**config.mk**
```make
export PLATFORM = sky130hd
export DESIGN_NAME = wdu_watchdog_unit
export DESIGN_NICKNAME = d
export VERILOG_FILES = /design/src/include/wdu_pkg.sv /design/src/design/wdu_watchdog_unit.sv
export SDC_FILE = /design/constraint.sdc
export NUM_CORES = 1
export LEC_CHECK = 0
export ABC_AREA = 0
export BUFFER_PORTS_ARGS = -buffer_cell sky130_fd_sc_hd__buf_4
export CAP_MARGIN = 10
export CORE_MARGIN = 1.5
export CORE_UTILIZATION = 40
export CTS_CLUSTER_DIAMETER = 40
export DETAILED_ROUTE_END_ITERATION = 12
export GPL_ROUTABILITY_DRIVEN = 0
export PLACE_DENSITY_LB_ADDON = 0.2
export RECOVER_POWER = 25
export SYNTH_ARGS = -nofsm -noshare
export SYNTH_HDL_FRONTEND = slang
export SYNTH_SLANG_ARGS = --single-unit
```
**constraint.sdc**
```tcl
create_clock -name mclk_in -period 6.1 [get_ports mclk_in]
set_input_delay 0.305 -clock mclk_in [delete_from_list [all_inputs] [get_ports mclk_in]]
set_output_delay 0.305 -clock mclk_in [all_outputs]
set_load 0.01 [all_outputs]
```
**src/include/wdu_pkg.sv**
```systemverilog
// Package for the watchdog unit: register map, field positions, reset
// values, period encoding and the operating mode type.
// Assumes a 32-bit register port with byte addresses on an 8-bit address.
package wdu_pkg;

    // Register byte offsets
    localparam logic [7:0] OFS_CONTROL_A = 8'h00;
    localparam logic [7:0] OFS_CONFIG = 8'h04;
    localparam logic [7:0] OFS_EW_CTRL = 8'h08;
    localparam logic [7:0] OFS_INT_EN_CLR = 8'h0C;
    localparam logic [7:0] OFS_INT_EN_SET = 8'h10;
    localparam logic [7:0] OFS_INT_FLAG = 8'h14;
    localparam logic [7:0] OFS_STATUS = 8'h18;
    localparam logic [7:0] OFS_CLEAR = 8'h1C;

    // Field positions
    localparam int BIT_ENABLE = 1;
    localparam int BIT_WEN = 2;
    localparam int BIT_EARLY_WARNING = 0;
    localparam int BIT_SYNC_BUSY = 0;
    localparam int PER_LSB = 0;
    localparam int WINDOW_LSB = 4;
    localparam int EWOFS_LSB = 0;
    localparam int CODE_W = 4;

    // Reset values
    localparam logic RST_ENABLE = 1'h0;
    localparam logic RST_WEN = 1'h0;
    localparam logic [3:0] RST_PER = 4'hB;
    localparam logic [3:0] RST_WINDOW = 4'hB;
    localparam logic [3:0] RST_EWOFS = 4'hB;

    // Clear key
    localparam logic [7:0] CLEAR_KEY = 8'hA5;

    // Period encoding: cycles = BASE << code, code limited to CODE_MAX
    localparam int CNT_W = 16;
    localparam logic [15:0] PERIOD_BASE = 16'h0008;
    localparam logic [3:0] CODE_MAX = 4'hB;

    typedef enum logic [2:0] {
        WDU_STOPPED,
        WDU_NORMAL,
        WDU_NORMAL_EW,
        WDU_WINDOW,
        WDU_WINDOW_EW
    } wdu_mode_t;

endpackage

```
**src/design/wdu_watchdog_unit.sv**
```systemverilog
// Watchdog unit: counter advanced by the slow counter oscillator, normal and
// window modes, early warning flag, clear key, write protection.
// Assumes the oscillator level arrives synchronous to mclk_in and that the
// system reset logic resets this block once a reset request is raised.
//
// Function
// - Missed clear before time-out raises reset
// - Optional early warning interrupt before time-out
// - Window mode: early or late clear resets
// - Counter keeps running in all power modes
// - Own oscillator keeps reset path alive
// - Normal time-out 8 to 16384 cycles
// - Window total 16 to 32768 cycles
// - Counter advanced by 1 kHz oscillator clock
// - Counting stops while processor debug-halted
// - Access controller may lock writes except flags
// - Debugger writes bypass the write lock
// - Control and keyed clear writes synchronised to oscillator
// - Mode from enable, window and interrupt enable
// - Interrupt can wake device from sleep
// - Key 0xA5 to clear restarts period
// - Any other clear value while enabled resets immediately
// - Disabled stops; enabled normal or window mode
// - Window early warning at open window start
`timescale 1ns/100ps

module wdu_watchdog_unit (
    // Clock and reset
    input wire logic mclk_in,
    input wire logic nrst_in,
    // Register port
    input wire logic [7:0] bus_addr_in,
    input wire logic [31:0] bus_wdata_in,
    input wire logic bus_wr_in,
    input wire logic bus_rd_in,
    output logic [31:0] bus_rdata_out,
    // Counter oscillator level, sampled on mclk_in
    input wire logic osc_clk_in,
    // System side
    input wire logic cpu_debug_halt_in,
    input wire logic pac_protect_in,
    input wire logic debugger_access_in,
    // Outputs
    output logic sys_reset_req_out,
    output logic irq_out,
    output wdu_pkg::wdu_mode_t mode_out
);

    ////////////////////////////////////////////////////////////////////////
    // State

    typedef struct packed {
        logic enable;
        logic wen;
        logic [3:0] timeout_period_field;
        logic [3:0] window;
        logic [3:0] ewofs;
        logic inten;
        logic flag;
        logic [15:0] cnt;
        logic pend_ctrl;
        logic pend_en;
        logic pend_wen;
        logic pend_clear;
        logic osc_prev;
        logic rst_req;
        logic [31:0] rdata;
    } wdu_state_t;

    wdu_state_t s_reg;
    wdu_state_t s_next;

    ////////////////////////////////////////////////////////////////////////
    // Next state

    logic osc_rise;
    logic wr_allow;
    logic ew_evt;
    logic rst_evt;
    logic [15:0] closed_len;
    logic [15:0] open_len;
    logic [15:0] limit;
    logic [15:0] ew_point;
    logic [15:0] ew_len;
    logic [15:0] inc;

    // One decoder per period code; each length is a shift of the base length
    wdu_period_decode #(
        .OUT_W(wdu_pkg::CNT_W)
    ) u_closed_dec (
        .code_in(s_reg.window),
        .cycles_out(closed_len)
    );

    wdu_period_decode #(
        .OUT_W(wdu_pkg::CNT_W)
    ) u_open_dec (
        .code_in(s_reg.timeout_period_field),
        .cycles_out(open_len)
    );

    wdu_period_decode #(
        .OUT_W(wdu_pkg::CNT_W)
    ) u_warn_dec (
        .code_in(s_reg.ewofs),
        .cycles_out(ew_len)
    );

    always_comb begin
        s_next = s_reg;
        s_next.rdata = 32'h0000_0000;
        ew_evt = 1'b0;
        rst_evt = 1'b0;
        inc = 16'h0000;
        // Only rising edges of the slow oscillator advance anything
        osc_rise = osc_clk_in & ~s_reg.osc_prev;
        s_next.osc_prev = osc_clk_in;
        // Lock applies to software only; debugger keeps full access
        wr_allow = ~pac_protect_in | debugger_access_in;

        // Sum of two periods of 8..16384 stays within 16..32768
        limit = s_reg.wen ? 16'(closed_len + open_len) : open_len;
        ew_point = s_reg.wen ? closed_len : ew_len;

        // Oscillator domain work: pending writes land here
        if (osc_rise) begin
            if (s_reg.pend_ctrl) begin
                s_next.pend_ctrl = 1'b0;
                s_next.enable = s_reg.pend_en;
                s_next.wen = s_reg.pend_wen;
                if (s_reg.pend_en && !s_reg.enable) begin
                    s_next.cnt = 16'h0000;
                end
                if (!s_reg.pend_en) begin
                    s_next.pend_clear = 1'b0;
                end
            end else if (s_reg.enable && !cpu_debug_halt_in) begin
                if (s_reg.pend_clear) begin
                    s_next.pend_clear = 1'b0;
                    if (s_reg.wen && (s_reg.cnt < closed_len)) begin
                        rst_evt = 1'b1;
                    end else begin
                        s_next.cnt = 16'h0000;
                    end
                end else begin
                    inc = 16'(s_reg.cnt + 16'h0001);
                    if (inc >= limit) begin
                        // Time-out; also covers a clear arriving too late
                        rst_evt = 1'b1;
                    end else begin
                        s_next.cnt = inc;
                    end
                    // In normal mode an offset past the period never fires
                    if (inc == ew_point && ew_point < limit) begin
                        ew_evt = 1'b1;
                    end
                end
            end
        end

        // Register writes; these follow the tick so a new pending write survives
        // Strobes alone carry a write, so a gated bus clock loses nothing
        if (bus_wr_in) begin
            case (bus_addr_in)
                wdu_pkg::OFS_CONTROL_A: begin
                    if (wr_allow) begin
                        s_next.pend_ctrl = 1'b1;
                        s_next.pend_en = bus_wdata_in[wdu_pkg::BIT_ENABLE];
                        // Window bit is enable-protected while running
                        s_next.pend_wen = s_reg.enable ? s_reg.wen : bus_wdata_in[wdu_pkg::BIT_WEN];
                    end
                end
                wdu_pkg::OFS_CONFIG: begin
                    if (wr_allow && !s_reg.enable) begin
                        s_next.timeout_period_field = bus_wdata_in[wdu_pkg::PER_LSB +: wdu_pkg::CODE_W];
                        s_next.window = bus_wdata_in[wdu_pkg::WINDOW_LSB +: wdu_pkg::CODE_W];
                    end
                end
                wdu_pkg::OFS_EW_CTRL: begin
                    if (wr_allow && !s_reg.enable) begin
                        s_next.ewofs = bus_wdata_in[wdu_pkg::EWOFS_LSB +: wdu_pkg::CODE_W];
                    end
                end
                wdu_pkg::OFS_INT_EN_SET: begin
                    if (wr_allow && bus_wdata_in[wdu_pkg::BIT_EARLY_WARNING]) begin
                        s_next.inten = 1'b1;
                    end
                end
                wdu_pkg::OFS_INT_EN_CLR: begin
                    if (wr_allow && bus_wdata_in[wdu_pkg::BIT_EARLY_WARNING]) begin
                        s_next.inten = 1'b0;
                    end
                end
                wdu_pkg::OFS_INT_FLAG: begin
                    // Flag register ignores the write lock
                    if (bus_wdata_in[wdu_pkg::BIT_EARLY_WARNING]) begin
                        s_next.flag = 1'b0;
                    end
                end
                wdu_pkg::OFS_CLEAR: begin
                    if (wr_allow && s_reg.enable) begin
                        if (bus_wdata_in[7:0] == wdu_pkg::CLEAR_KEY) begin
                            s_next.pend_clear = 1'b1;
                        end else begin
                            // Bad key needs no synchronisation: act at once
                            s_next.rst_req = 1'b1;
                        end
                    end
                end
                default: begin
                end
            endcase
        end

        // A warning in the same cycle as a flag clear is kept
        if (ew_evt) begin
            s_next.flag = 1'b1;
        end
        if (rst_evt) begin
            s_next.rst_req = 1'b1;
        end

        // Register reads; data appear one cycle later
        if (bus_rd_in) begin
            case (bus_addr_in)
                wdu_pkg::OFS_CONTROL_A: begin
                    s_next.rdata[wdu_pkg::BIT_ENABLE] = s_reg.enable;
                    s_next.rdata[wdu_pkg::BIT_WEN] = s_reg.wen;
                end
                wdu_pkg::OFS_CONFIG: begin
                    s_next.rdata[wdu_pkg::PER_LSB +: wdu_pkg::CODE_W] = s_reg.timeout_period_field;
                    s_next.rdata[wdu_pkg::WINDOW_LSB +: wdu_pkg::CODE_W] = s_reg.window;
                end
                wdu_pkg::OFS_EW_CTRL: begin
                    s_next.rdata[wdu_pkg::EWOFS_LSB +: wdu_pkg::CODE_W] = s_reg.ewofs;
                end
                wdu_pkg::OFS_INT_EN_SET, wdu_pkg::OFS_INT_EN_CLR: begin
                    s_next.rdata[wdu_pkg::BIT_EARLY_WARNING] = s_reg.inten;
                end
                wdu_pkg::OFS_INT_FLAG: begin
                    s_next.rdata[wdu_pkg::BIT_EARLY_WARNING] = s_reg.flag;
                end
                wdu_pkg::OFS_STATUS: begin
                    s_next.rdata[wdu_pkg::BIT_SYNC_BUSY] = s_reg.pend_ctrl | s_reg.pend_clear;
                end
                default: begin
                end
            endcase
        end
    end

    ////////////////////////////////////////////////////////////////////////
    // State register

    always_ff @(posedge mclk_in or negedge nrst_in) begin
        if (!nrst_in) begin
            s_reg <= '0;
            s_reg.enable <= wdu_pkg::RST_ENABLE;
            s_reg.wen <= wdu_pkg::RST_WEN;
            s_reg.timeout_period_field <= wdu_pkg::RST_PER;
            s_reg.window <= wdu_pkg::RST_WINDOW;
            s_reg.ewofs <= wdu_pkg::RST_EWOFS;
        end else begin
            s_reg <= s_next;
        end
    end

    ////////////////////////////////////////////////////////////////////////
    // Outputs

    // Request needs no bus clock, so it can wake the device from sleep
    assign irq_out = s_reg.flag & s_reg.inten;
    assign sys_reset_req_out = s_reg.rst_req;
    assign bus_rdata_out = s_reg.rdata;

    always_comb begin
        if (!s_reg.enable) begin
            mode_out = wdu_pkg::WDU_STOPPED;
        end else begin
            case ({s_reg.wen, s_reg.inten})
                2'h0: mode_out = wdu_pkg::WDU_NORMAL;
                2'h1: mode_out = wdu_pkg::WDU_NORMAL_EW;
                2'h2: mode_out = wdu_pkg::WDU_WINDOW;
                2'h3: mode_out = wdu_pkg::WDU_WINDOW_EW;
                default: mode_out = wdu_pkg::WDU_STOPPED;
            endcase
        end
    end

endmodule

////////////////////////////////////////////////////////////////////////////
// Period decoder: code to length in counter ticks

module wdu_period_decode #(
    parameter int OUT_W = 16
) (
    // Period code
    input wire logic [3:0] code_in,
    // Length in counter ticks
    output logic [OUT_W-1:0] cycles_out
);

    logic [3:0] code_lim;

    // Codes above the largest legal one behave as the largest, so no
    // code can overflow the counter
    assign code_lim = (code_in > wdu_pkg::CODE_MAX) ? wdu_pkg::CODE_MAX : code_in;
    assign cycles_out = OUT_W'(wdu_pkg::PERIOD_BASE) << code_lim;

endmodule

```
==> flow_summary_export.csv <==
group,metric,value,unit
run_status,status,"complete, but fails checks",
run_status,violations,"DRC, capacitance limit, slew limit",
power_and_ir_drop,p_int,529.8,µW
sta,fin_crit,5.008,ns
sta,finalCritPeriodShare,0.8209,
cts,htree_levels,2,
synth,netlist_area,4792,µm²
power_and_ir_drop,clkPwrFrac,0.362,
setup_path,critPathArrivalTime,5.24,ns
drt,drt_pre_antenna_iters,10,
power_and_ir_drop,power_leakage,0.002427,µW
cells_and_area,fillers,1150,
cts,cts_hold_buf,0,
synth,ys_types,78,
sta,finalMaxSlewViolations,47,
synth,syn_inst,556,
cts,clock-sinks,46,
cts,cts_buffers,5,
cts,cts_root_buf,"clkbuf_16",
setup_path,endpoint_kind,"register",
die,core-area,11560,µm²
power_and_ir_drop,sw_frac_of_total,0.2933,
synth,synth_edf_count,0,
synth,yosysSeqAreaShare,0.2426,
sta,rsz0062_at_grt,"no",
die,rows,39,
run,cap_violations,1,
drt,vias_per_cell,5.689,
setup_path,crit_type,"reg -> reg",
synth,ys_warn_count,0,
power_and_ir_drop,ir_worst_vdd,85.59,µV
cts,post-cts-setup-buffers,0,
cells_and_area,largest_reg_flops,37,
setup_path,path_max_fanout,11,
sta,final-hold-violation-count,0,
placement,portBuffers,36,
power_and_ir_drop,powerDensity,146.4,nW/µm²
hold_path,min-delay-path-class,"in -> reg",
sta,fin_worst_skew,0.009829,ns
cells_and_area,mostFrequentLayoutCells,"ha_1, nor2_1, dfrtp_1, buf_4",
global_route,grt_max_degree,47,
sta,tns,0,ns
sta,setup_violations,0,
setup_path,crit_required,6.34,ns
cells_and_area,areaGrowthSynthToFinish,6.841,%
sta,worstMarginPinSlew,2.483,ns
die,die_w,112.5,µm
power_and_ir_drop,seq_power_share,0.437,
die,die-area,12650,µm²
cells_and_area,drive_above_1_share,0.1559,
synth,synthArstFlopShare,1.000,
global_route,gr-total-overflow,0,
cells_and_area,final_common_cell,"ha_1",
synth,postSynthAreaPerCell,8.619,µm²
global_route,antenna_found_initial,0,
global_route,grt_usage,0.1975,
cells_and_area,diodes,0,
drt,initialDrtViolationCount,258,
synth,synthFlopType,"dfrtp_1",
setup_path,cp-start-kind,"register",
sta,max_freq,199.7,MHz
die,io_pins,85,
die,die_height,112.5,µm
global_route,grt_pass1_vias,3816,
drt,num_vias,4062,
cts,cts_resized,0,
power_and_ir_drop,switching_power,219.9,µW
cells_and_area,nets,666,
cells_and_area,seq_area,1162,µm²
cts,cts_buffer_depth,2,
global_route,grt_first_pass_wirelength,19640,µm
die,start_util,0.4144,
drt,wl_per_cell,16.78,µm
placement,dp_hpwl,9499,µm
drt,drc,1,
drt,routed_wl,11980,µm
synth,synth-seq-cells,46,
power_and_ir_drop,power,749.7,µW
cells_and_area,multi_input_area,3259,µm²
cts,cts_tree,"built",
cts,cts.clk_slew.worst_paths,0.07,ns
drt,postRouteAntennaNets,0,
sta,relSlewSlack,-0.6550,
cts,clock_latency,0.29,ns
power_and_ir_drop,combPwrFrac,0.201,
area by class of cell:
class,instances,share of cell area
flip-flops and latches,46,0.2270
inverters,31,0.02273
clock buffers,7,0.02590
well taps,143,0.03495
repair buffers,36,0.05132
clock inverters,1,0.001466
multi-input cells,450,0.6366
metrics by stage:
stage / area, µm² / hold slack, ns / utilization / std cells / setup slack, ns
6_report: 5120 / 0.1588 / 0.4427 / 714 / 1.092
5_1_grt: 5120 / 0.1773 / 0.4427 / 714 / 0.7909
4_1_cts: 5127 / 0.03895 / 0.4434 / 714 / 1.115
3_5_place_dp: 4987 / 0.3576 / 0.4312 / 706 / 1.183
3_3_place_gp: 4987 / 0.3477 / 0.4312 / 706 / 1.216
2_1_floorplan: 4882 / 0.009409 / - / 580 / 1.881
power groups by stage:
stage / Clock [µW] / Sequential [µW] / Combinational, µW
floorplan: 0 / 320 / 125
global placement: 0 / 332 / 147
detailed placement: 0 / 333 / 150
CTS: 278 / 327 / 151
global route: 294 / 329 / 169
finish: 272 / 328 / 151
layer usage:
metal,share of wire,wire length (µm),up-vias,global-route usage
li1,-,-,1981,-
met1,0.45,5428,1932,0.2629
met2,0.48,5691,126,0.3301
met3,0.047,569,23,0.02592
met4,0.024,293,0,0.07089
met5,0,0,-,0
cells by family (layout without fill, tap and decap cells):
kind of cell	count (synthesis)	in the layout	synth area share
simple gates	190	190	0.2282
compound gates	126	126	0.1833
buf+inv	84	75	0.09608
fa+ha+maj	51	51	0.1337
flops	46	46	0.2426
xor+xnor	36	36	0.06580
mux	21	21	0.04882
other cells	2	26	0.001567
cells in the mapped netlist (3+ instances only):
library cell / n / area (µm²)
ha_1: 47 / 588.1
nor2_1: 42 / 157.7
dfrtp_1: 37 / 925.9
buf_4: 32 / 240.2
inv_1: 30 / 112.6
nand2_1: 30 / 112.6
o21ai_0: 29 / 145.1
a21oi_1: 26 / 130.1
xnor2_1: 21 / 183.9
mux2_2: 16 / 180.2
xor2_1: 15 / 131.4
a21o_1: 14 / 105.1
nor3_1: 14 / 70.07
nand2b_1: 13 / 81.33
nand3_1: 12 / 60.06
clkbuf_1: 11 / 41.29
and2_1: 10 / 62.56
and3_1: 9 / 56.30
dfstp_2: 9 / 236.5
buf_2: 8 / 40.04
a22o_1: 7 / 61.31
nand4_1: 7 / 43.79
or3_1: 7 / 43.79
or4_1: 7 / 52.55
nor2b_1: 6 / 37.54
o21a_1: 5 / 37.54
or2_2: 5 / 31.28
a211o_1: 4 / 35.03
mux2i_1: 4 / 40.04
nor4_1: 4 / 25.02
o21ai_1: 4 / 20.02
a221o_1: 3 / 30.03
a22oi_1: 3 / 22.52
and4_1: 3 / 26.28
and4bb_2: 3 / 37.54
nor4bb_1: 3 / 30.03
critical path: stages (launching register included):
cell,delay (ns)
dfstp_2,0.69
nand2b_1,0.19
nor3_1,0.26
ha_1,0.33
and3_1,0.20
o22ai_1,0.21
a31oi_2,0.19
o21a_1,0.27
a21o_1,0.19
a21oi_1,0.16
xnor2_1,0.16
a21oi_1,0.12
ha_1,0.35
and4_1,0.18
o21ai_0,0.12
a22oi_2,0.11
o31ai_2,0.46
and2_1,0.51
mux2_2,0.24
worst paths after layout:
path	slack, ns	from	cells after the start	endpoint
hold reg to reg	0.48	s_reg[35]$_DFFE_PN0P_	2	s_reg[68]$_DFFE_PN0P_
min in group asynchronous	0.77	nrst_in	1	s_reg[38]$_DFFE_PN0P_
hold / removal	0.16	osc_clk_in	1	s_reg[33]$_DFF_PN0_
setup / recovery	1.09	s_reg[65]$_DFFE_PN1P_	18	s_reg[38]$_DFFE_PN0P_
max in group asynchronous	3.91	nrst_in	1	bus_rdata_out[7]$_DFF_PN0_
setup reg to reg	1.09	s_reg[65]$_DFFE_PN1P_	18	s_reg[38]$_DFFE_PN0P_
Power figures use the tool's default switching activity.
